<file path="config.mk">
export PLATFORM = sky130hd
export DESIGN_NAME = wdctl_top
export DESIGN_NICKNAME = d
export VERILOG_FILES = /design/src/inc/wdctl_pkg.sv /design/src/wdctl_top.sv
export VERILOG_INCLUDE_DIRS = /design/src /design/src/inc
export SDC_FILE = /design/constraint.sdc
export NUM_CORES = 1
export LEC_CHECK = 0
export BUFFER_PORTS_ARGS = -buffer_cell sky130_fd_sc_hd__clkbuf_2
export CELL_PAD_IN_SITES_DETAIL_PLACEMENT = 0
export CELL_PAD_IN_SITES_GLOBAL_PLACEMENT = 1
export CORE_AREA = 8 8 79 81
export CTS_BUF_LIST = sky130_fd_sc_hd__clkbuf_16
export DETAILED_ROUTE_END_ITERATION = 10
export DIE_AREA = 0 0 87 89
export GPL_ROUTABILITY_DRIVEN = 1
export PLACE_DENSITY_LB_ADDON = 0.1
export SLEW_MARGIN = 20
export SYNTH_ARGS = -nofsm -noshare
export SYNTH_HDL_FRONTEND = slang
export SYNTH_SLANG_ARGS = --single-unit
</file>
<file path="constraint.sdc">
create_clock -name pclk -period 1.37 [get_ports pclk]
set_input_delay 0.137 -clock pclk [delete_from_list [all_inputs] [get_ports pclk]]
set_output_delay 0.137 -clock pclk [all_outputs]
set_load 0.005 [all_outputs]
</file>
<file path="src/inc/wdctl_consts.svh">
// constants for the watchdog control register block
`ifndef WDCTL_CONSTS_SVH
`define WDCTL_CONSTS_SVH
// ****************************************
// register map
// ****************************************
`define WDCTL_CTRL_ADDR 12'h000
`define WDCTL_ADDR_W 12
// ****************************************
// field positions
// ****************************************
`define WDCTL_ON_BIT 15
`define WDCTL_PS_HI 6
`define WDCTL_PS_LO 2
`define WDCTL_WIN_BIT 1
`define WDCTL_CLR_BIT 0
`define WDCTL_PS_W 5
// ****************************************
// reset values
// ****************************************
`define WDCTL_SW_ON_RST 1'h0
`define WDCTL_WIN_RST 1'h0
`define WDCTL_PS_RST 5'h00
// ****************************************
// timing counts
// ****************************************
// edges after release until the synchronised postscaler is loaded
`define WDCTL_LOAD_WAIT 2'h3
`endif

</file>
<file path="src/inc/wdctl_pkg.sv">
// types for the watchdog control register block
package wdctl_pkg;
   // apb request bundle from the master
   typedef struct packed {
      logic psel;
      logic penable;
      logic pwrite;
      logic [11:0] paddr;
      logic [31:0] pwdata;
   } wdctl_apb_req_t;
   // control outputs toward the watchdog timer
   typedef struct packed {
      logic running;
      logic window_mode_enable;
      logic counter_clear;
   } wdctl_ctl_t;
endpackage

</file>
<file path="src/wdctl_top.sv">
// watchdog control register with apb slave
//
// The APB slave port and the register offsets are this design's own decisions.
`timescale 1ns/100ps
`default_nettype none
`include "wdctl_consts.svh"
module wdctl_top (
   input wire logic pclk,
   input wire logic presetn,
   input wire wdctl_pkg::wdctl_apb_req_t apb_req,
   output logic [31:0] prdata,
   output logic pready,
   output logic pslverr,
   input wire logic fuse_enable,
   input wire logic [4:0] config_postscaler,
   output var wdctl_pkg::wdctl_ctl_t ctl
);
   // ****************************************
   // decoding
   // ****************************************
   // true when the address hits the control word
   function automatic logic hit_ctrl(input logic [11:0] a);
      hit_ctrl = (a == `WDCTL_CTRL_ADDR);
   endfunction

   logic fuse_meta; // first sync stage, read only by fuse_sync
   logic fuse_sync; // fuse enable in pclk domain
   logic [4:0] ps_meta; // first sync stage of the postscaler
   logic [4:0] ps_sync; // postscaler in pclk domain
   logic sw_on; // software enable
   logic window_en; // window mode
   logic [4:0] postscaler_shadow; // read-only shadow
   logic [1:0] load_cnt; // edges left until the shadow loads
   logic clear_pulse; // one-cycle counter clear
   logic wr_acc; // write access phase
   logic rd_acc; // read access phase
   logic wr_hit; // write to control word

   // zero wait states: every access completes in its first access cycle
   assign pready = 1'b1;
   assign wr_acc = apb_req.psel & apb_req.penable & apb_req.pwrite;
   assign rd_acc = apb_req.psel & apb_req.penable & ~apb_req.pwrite;
   assign wr_hit = wr_acc & hit_ctrl(apb_req.paddr);
   // unmapped addresses answer with an error
   assign pslverr = apb_req.psel & apb_req.penable & ~hit_ctrl(apb_req.paddr);

   // ****************************************
   // synchronisers for the strap inputs
   // ****************************************
   // fuse settings arrive from outside the clock domain
   always_ff @(posedge pclk or negedge presetn) begin
      if (!presetn) begin
         fuse_meta <= 1'b0;
         fuse_sync <= 1'b0;
         ps_meta <= `WDCTL_PS_RST;
         ps_sync <= `WDCTL_PS_RST;
      end else begin
         fuse_meta <= fuse_enable;
         fuse_sync <= fuse_meta;
         ps_meta <= config_postscaler;
         ps_sync <= ps_meta;
      end
   end

   // ****************************************
   // postscaler shadow
   // ****************************************
   // caught after release, once the sync chain has filled; the
   // trade-off is three cycles where the field still reads zero
   always_ff @(posedge pclk or negedge presetn) begin
      if (!presetn) begin
         postscaler_shadow <= `WDCTL_PS_RST;
         load_cnt <= `WDCTL_LOAD_WAIT;
      end else begin
         if (load_cnt != 2'h0) begin
            load_cnt <= load_cnt - 2'h1;
         end
         // last count step: the second stage holds the strap value
         if (load_cnt == 2'h1) begin
            postscaler_shadow <= ps_sync;
         end
      end
   end

   // ****************************************
   // enables
   // ****************************************
   // software on bit; a zero write only drops the software request,
   // a fuse-enabled watchdog keeps running regardless
   always_ff @(posedge pclk or negedge presetn) begin
      if (!presetn) begin
         sw_on <= `WDCTL_SW_ON_RST;
         window_en <= `WDCTL_WIN_RST;
      end else if (wr_hit) begin
         sw_on <= apb_req.pwdata[`WDCTL_ON_BIT];
         window_en <= apb_req.pwdata[`WDCTL_WIN_BIT];
      end
   end

   // ****************************************
   // counter clear strobe
   // ****************************************
   // pulse only on a one; a zero write leaves nothing behind
   always_ff @(posedge pclk or negedge presetn) begin
      if (!presetn) begin
         clear_pulse <= 1'b0;
      end else begin
         clear_pulse <= wr_hit & apb_req.pwdata[`WDCTL_CLR_BIT];
      end
   end

   // ****************************************
   // read data
   // ****************************************
   // registered so data comes from a flip-flop; updated each cycle
   // of setup so it is valid in the access phase
   always_ff @(posedge pclk or negedge presetn) begin
      if (!presetn) begin
         prdata <= 32'h0000_0000;
      end else begin
         prdata <= 32'h0000_0000;
         if (apb_req.psel && !apb_req.penable && hit_ctrl(apb_req.paddr)) begin
            prdata[`WDCTL_ON_BIT] <= sw_on | fuse_sync;
            prdata[`WDCTL_PS_HI:`WDCTL_PS_LO] <= postscaler_shadow;
            prdata[`WDCTL_WIN_BIT] <= window_en;
         end
      end
   end

   // ****************************************
   // control outputs
   // ****************************************
   // running is on with the fuse or the software bit; a late disable is harmless here
   assign ctl = '{
      running: sw_on | fuse_sync,
      window_mode_enable: window_en,
      counter_clear: clear_pulse
   };

   // ****************************************
   // assertions
   // ****************************************
   // a one on the enable bit shows up as running next cycle
   AST_ON_WRITE: assert property (@(posedge pclk) disable iff (!presetn)
      wr_hit && apb_req.pwdata[`WDCTL_ON_BIT] |=> ctl.running)
      else $error("watchdog not running after enable write");
   // a software stop takes effect unless the fuse holds it on
   AST_SW_OFF: assert property (@(posedge pclk) disable iff (!presetn)
      wr_hit && !apb_req.pwdata[`WDCTL_ON_BIT] && !fuse_sync ##1 !fuse_sync
      |-> !ctl.running)
      else $error("software disable did not stop watchdog");
   // a zero write cannot stop a fuse-enabled watchdog
   AST_FUSE_KEEPS: assert property (@(posedge pclk) disable iff (!presetn)
      fuse_sync && wr_hit && !apb_req.pwdata[`WDCTL_ON_BIT] ##1 fuse_sync
      |-> ctl.running)
      else $error("fuse-enabled watchdog stopped");
   // the read word reports the running state
   AST_RD_ON: assert property (@(posedge pclk) disable iff (!presetn)
      apb_req.psel && !apb_req.penable && hit_ctrl(apb_req.paddr) && ctl.running
      |=> prdata[`WDCTL_ON_BIT])
      else $error("enable bit read zero while running");
   // shadow takes the synchronised strap value at the last count step
   AST_PS_LOAD: assert property (@(posedge pclk) disable iff (!presetn)
      load_cnt == 2'h1 |=> postscaler_shadow == $past(ps_sync))
      else $error("postscaler shadow not loaded");
   // once loaded the shadow is read-only until the next reset
   AST_PS_HOLD: assert property (@(posedge pclk) disable iff (!presetn)
      load_cnt == 2'h0 |=> $stable(postscaler_shadow))
      else $error("postscaler shadow changed after load");
   // window bit follows the written value
   AST_WIN: assert property (@(posedge pclk) disable iff (!presetn)
      wr_hit |=> ctl.window_mode_enable == $past(apb_req.pwdata[`WDCTL_WIN_BIT]))
      else $error("window enable not written");
   // a one write gives exactly one clear cycle
   AST_CLR: assert property (@(posedge pclk) disable iff (!presetn)
      wr_hit && apb_req.pwdata[`WDCTL_CLR_BIT] |=> ctl.counter_clear ##1
      !ctl.counter_clear)
      else $error("counter clear pulse wrong");
   // no clear without a one write
   AST_CLR_ZERO: assert property (@(posedge pclk) disable iff (!presetn)
      !(wr_hit && apb_req.pwdata[`WDCTL_CLR_BIT]) |=> !ctl.counter_clear)
      else $error("counter clear without one write");
   // unimplemented bits never read back as one
   AST_RSVD: assert property (@(posedge pclk) disable iff (!presetn)
      prdata[31:16] == 16'h0000 && prdata[14:7] == 8'h00 && prdata[0] == 1'b0)
      else $error("unimplemented bits read nonzero");
   // writes to any other address leave the enables alone
   AST_UNMAPPED_WR: assert property (@(posedge pclk) disable iff (!presetn)
      wr_acc && !hit_ctrl(apb_req.paddr)
      |=> $stable(sw_on) && $stable(window_en))
      else $error("unmapped write changed an enable");
   // read data is zero outside a setup-to-access pair
   AST_RD_IDLE: assert property (@(posedge pclk) disable iff (!presetn)
      !(apb_req.psel && !apb_req.penable) |=> prdata == 32'h0000_0000)
      else $error("read data not zero outside a read");
   // both enables start from zero
   AST_RST: assert property (@(posedge pclk) $rose(presetn) |->
      !sw_on && !window_en)
      else $error("enables not zero after reset");

   // ****************************************
   // cover points
   // ****************************************
   // main scenarios: start, stop, clear, fuse hold, mapped read
   COV_SW_START: cover property (@(posedge pclk) disable iff (!presetn)
      !ctl.running ##1 ctl.running);
   COV_SW_STOP: cover property (@(posedge pclk) disable iff (!presetn)
      ctl.running ##1 !ctl.running);
   COV_CLEAR: cover property (@(posedge pclk) disable iff (!presetn)
      ctl.counter_clear);
   COV_FUSE_HOLD: cover property (@(posedge pclk) disable iff (!presetn)
      fuse_sync && wr_hit && !apb_req.pwdata[`WDCTL_ON_BIT]);
   COV_READ: cover property (@(posedge pclk) disable iff (!presetn)
      rd_acc && hit_ctrl(apb_req.paddr));
endmodule // wdctl_top
`default_nettype wire

</file>
After elaboration in Yosys (flattened, before gate mapping)
Cells that the tools add are included.
{ "op_classes": {"n_eq_ne": 1, "n_bitwise": 7, "muxes": 2, "addsub": 1, "reduce_logical": 5} }
{ "op_table": {"columns": ["op", "n"], "rows": [
  ["$logic_not 12->1", 1],
  ["$mux 6", 1],
  ["$and 1x1->1", 5],
  ["$eq 2x1->1 const B", 1],
  ["$logic_and 1x1->1", 2],
  ["$reduce_bool 2->1", 1],
  ["$sub 2x1->2 const B", 1],
  ["$logic_not 1->1", 1],
  ["$mux 1", 1],
  ["$not 1->1", 1],
  ["$or 1x1->1", 1]
]} }
{ "totals": {"word_cells": 26, "inputBits": 55, "output_inout_bits": 37, "reg_bits": 29} }

Logic depth before layout (Yosys ltp)
{ "logic_depth": {"depth_word": 4, "depth_mapped": 4, "ltp_nobuf": 4} }

Least setup slack after synthesis
OpenSTA, ideal clock, no wires.
{ "synth_timing": {"kind": "input -> register", "startpoint": "input apb_req[40] in the netlist's numbering", "endpoint": "register sw_on", "n_path_buf": 0, "setup_time_ns": 0.125, "t_arrival_ns": 1.517, "path_slack_ns": -0.272, "path_stages": 3, "cell_sequence": "or4_4 -> or4_4 -> mux2_4"} }
{ "synth_between": {"elab_chain_len": 2} }
{ "synth_rtl": {"columns": ["element", "line_no", "rtl"], "rows": [
  ["start, declared", "wdctl_top.sv:10", "input wire wdctl_pkg::wdctl_apb_req_t apb_req,"],
  ["$logic_not 12->1 (no line)", null, null],
  ["$and 1x1->1", "wdctl_top.sv:43", "assign wr_hit = wr_acc & hit_ctrl(apb_req.paddr);"],
  ["end signal, assigned", "wdctl_top.sv:92", "sw_on <= `WDCTL_SW_ON_RST;"],
  ["end signal, assigned", "wdctl_top.sv:95", "sw_on <= apb_req.pwdata[`WDCTL_ON_BIT];"],
  ["end, declared", "wdctl_top.sv:30", "logic sw_on;"]
]} }
Every way passes these cells.
A chain may end at the register's enable or synchronous reset.

Worst setup path in the final report
{ "layout_timing": {"startpoint": "input apb_req[33] in the netlist's numbering", "endpoint": "output pslverr"} }
{ "layout_between": {"elab_chain_len": 3} }
{ "layout_rtl": {"columns": ["element", "line_no", "rtl"], "rows": [
  ["$logic_not 12->1 (no line)", null, null],
  ["$not 1->1", "wdctl_top.sv:45", "assign pslverr = apb_req.psel & apb_req.penable & ~hit_ctrl(apb_req.paddr);"],
  ["$and 1x1->1", "wdctl_top.sv:45", null],
  ["end, declared", "wdctl_top.sv:13", "output logic pslverr,"]
]} }
Every way passes these cells.

==> summary.txt <==
Synth
  – Post-synthesis mux area share: 0.0709
  – Synth Area in Simple Gates: 0.111
  – Synth unique cells: 20
  – Post-synth top area share: 0.555
  – Ys Warns: 0
  – Main combinational cell family by area after synthesis: buffers and inverters
  – Primary FF master, synth: dfrtp_1
  – Share of async-settable or async-resettable flops after synthesis: 1.00
  – Adder-Cell Fraction of Synth Area: 0.0206
  – Most common cell in the netlist: buf_4
  – Top cells by area, synth: dfrtp_1 (55%), buf_4 (17%), mux2_2 (4.6%)
  – Synthesized instance count: 92
  – Commonest cells post-synth: buf_4 (28), dfrtp_1 (27), and2_1 (7)
  – Number of synthesized register bits: 29
  – Sequential fraction of the synthesis area: 0.598
  – XOR/XNOR share of the synthesized area: 0.00719
  – Syn Area/Cell: 13.2 µm²
  – Post-synth EDFFs: 0
  – Mapped Area: 1220 µm²
  – Compound-gate portion of the synthesized area: 0.00411
  – Largest area contributor in the netlist: dfrtp_1

Global routing
  – Wire length of the first global-routing pass: 3770 µm
  – Largest net degree at the start of global routing: 30
  – Vias in the first global route: 796
  – GRT busiest layer: met2
  – Total grt overflow: 0
  – Met1 Usage GRT: 0.0702
  – GRT Util Overall: 0.0668
  – Initial antenna violation count: 0
  – Grt met2 use: 0.106
  – Met3 layer usage reported by global route: 0.0322

Cells and area
  – Final Net Count: between 150 and 200
  – Share of layout cells above drive strength 1: 0.433
  – Register Area: 728 µm²
  – # diodes: 0
  – Fillers: 529
  – Combined area of the multi-input logic cells: around 370 µm²
  – Area delta synth->final: 31.3%
  – Non-Filler Instances: approximately 210

Die
  – Rows: 26
  – Full die area: around 7700 µm²
  – Core area: between 4000 and 5000 µm²
  – Starting Density: 0.245
  – # IOs: 92
  – Die width: 87 µm
  – Die Span Y: a little under 90 µm

Status
  – Failing checks: negative setup slack
  – Status: finished with violations

Timing
  – Pins Over Slew Limit: 0
  – Setup violations, final: 3
  – Worst Skew: 0.00172 ns
  – RSZ-0062 raised after global routing: yes
  – FMAX: 649 MHz
  – Final hold viol count: 0
  – Worst setup margin: -0.172 ns
  – Min cycle time layout: 1.54 ns
  – Part of the cycle the worst path needs: 1.13
  – Final setup TNS: -0.377 ns

Route
  – Drt first-iter violations: 7
  – Vias: 704
  – # DRC: 0
  – Vias per cell: roughly 3.3
  – Drt wl/cell: 11.0 µm
  – Pre-antenna DRT Iters: 4
  – WL final: approximately 2300 µm
  – Antenna Violating Nets Remaining: 0

Critical path
  – Crit-path max FO: 3
  – Worst Setup SP: apb_req[33]
  – Crit-path slowest cell: or4_4
  – Crit end category: output pin
  – CP Buf/Inv Count: 2
  – Most used cell, CP: clkbuf_2
  – FF-to-FF Start: load_cnt[0]
  – CP Data Arrival Time: 1.40 ns
  – Crit-path cells: clkbuf_2 > or4_4 > or3_4 > and3_4 > clkbuf_2
  – Top delay family on crit path: simple AND/OR/NAND/NOR gates
  – CP Class: in -> out
  – WP data required: 1.23 ns
  – CP Launch Type: primary input
  – Slowest stage delay, CP: 0.53 ns

Power and ir drop
  – Sw frac: 0.200
  – Seq pwr share: 0.446
  – Power Dens Cells: about 1200 nW/µm²
  – P_int: 1580 µW
  – Maximum vdd drop: between 600 and 700 µV
  – Clock Power Share: 0.501
  – Pleak: 0.000829 µW
  – Combinational fraction of design power: 0.053
  – Switch Pwr: between 300 and 400 µW
  – Tot Pwr: 1970 µW

CTS
  – Total CTS buffers: 5
  – Clock Latency Late Sink: between 0.2 and 0.3 ns
  – Clock sinks: 29
  – # Post-CTS Setup Buffers: 0
  – Max clock buf depth: 2
  – Htree depth: 2
  – CTS tree: yes
  – CTS Root Cell: clkbuf_16
  – Clock slew at reported path FFs: 0.05 ns

Placement
  – IO buf count: 36
  – Routability congestion estimate: 0.764
  – Placed Cells: 196
  – Post-DP HPWL: 1830 µm

Worst hold path
  – Hold Crit Start: apb_req[0]
  – Worst hold-check path type: in -> reg

Job
  – Max Cap Violations: 0
==> placed cells by master (no fill, tap or decap) <==
master,instances
nor4_1,1
ha_2,1
clkinv_1,2
nand3_1,1
dfrtp_1,27
and3_4,1
nor3_1,1
mux2_4,2
and2_1,7
o21ai_0,1
inv_1,3
or4_4,4
buf_4,2
or3_4,1
clkbuf_2,36
dlygate4sd3_1,7
clkinv_2,1
or2_2,1
nand2b_1,1
xnor2_1,1
dfstp_2,2
conb_1,26
ha_1,1
clkbuf_16,5
nand2_1,1
mux2_2,5
==> worst reg2reg max path: stages, from the launching register on <==
cell	delay (ns)
dfstp_2	0.55
ha_2	0.26
mux2_2	0.35
==> per-stage QoR <==
step	hold slack (ns)	instance area, µm²	util	worst slack, ns
floorplan	-0.159	1310	-	-0.271
global placement	0.161	1390	0.278	-0.371
detailed placement	0.170	1390	0.278	-0.381
CTS	0.0801	1600	0.321	-0.179
global route	0.103	1600	0.321	-0.207
finish	0.0851	1600	0.321	-0.172
==> power by group through the flow <==
| stage | Sequential (µW) | Combinational (µW) | Clock (µW) |
|---|---|---|---|
| after global routing | 881 | 120 | 1080 |
| after floorplan | 893 | 81.1 | 0 |
| final | 881 | 104 | 989 |
| after global placement | 894 | 86.0 | 0 |
| after CTS | 880 | 104 | 1030 |
| after detailed placement | 894 | 87.7 | 0 |
==> flip-flops by register name (all words and copies together), names as in the netlist <==
| register | cells |
|---|---|
| ps_meta | 5 |
| window_en | 1 |
| fuse_meta | 1 |
| postscaler_shadow | 5 |
| ps_sync | 5 |
| fuse_sync | 1 |
| sw_on | 1 |
| prdata | 7 |
| clear_pulse | 1 |
| load_cnt | 2 |
==> worst paths after layout <==
check,to,slack [ns],depth (start not counted)
setup / recovery,pslverr,-0.17,5
hold / removal,clear_pulse,0.09,3
setup reg to reg,postscaler_shadow[3],0.09,2
hold reg to reg,fuse_sync,0.34,0
max in group asynchronous,load_cnt[0],0.65,3
min in group asynchronous,prdata[4],0.41,3
==> per-layer routing <==
metal,wire (µm),part of all wire,vias to the layer above
li1,-,-,340
met1,916,0.39,324
met2,1150,0.50,36
met3,208,0.090,4
met4,46,0.020,0
met5,0,0,-
==> cell type report <==
cell class / count / area share
Sequential cell: 29 / 0.455
Multi-Input combinational cell: 56 / 0.231
Timing Repair Buffer: 45 / 0.166
Clock buffer: 5 / 0.0782
Tap cell: 70 / 0.0548
Clock inverter: 3 / 0.00782
Inverter: 3 / 0.00704
==> timing repair <==
action,4_1_cts,5_1_grt
gates resized for setup,1,1
endpoints found under the hold margin,33,0
endpoints found under the setup margin,3,8
pin swaps,5,3
hold buffers,7,0
==> logic make-up (layout without fill, tap and decap cells) <==
family	after synthesis	count (layout)
flops	29	29
compound gates	1	1
buf+inv	31	56
simple gates	19	19
mux	7	7
xor+xnor	1	1
fa+ha+maj	2	2
other cells	2	26
Note: power is estimated with default switching activity, not from simulation.
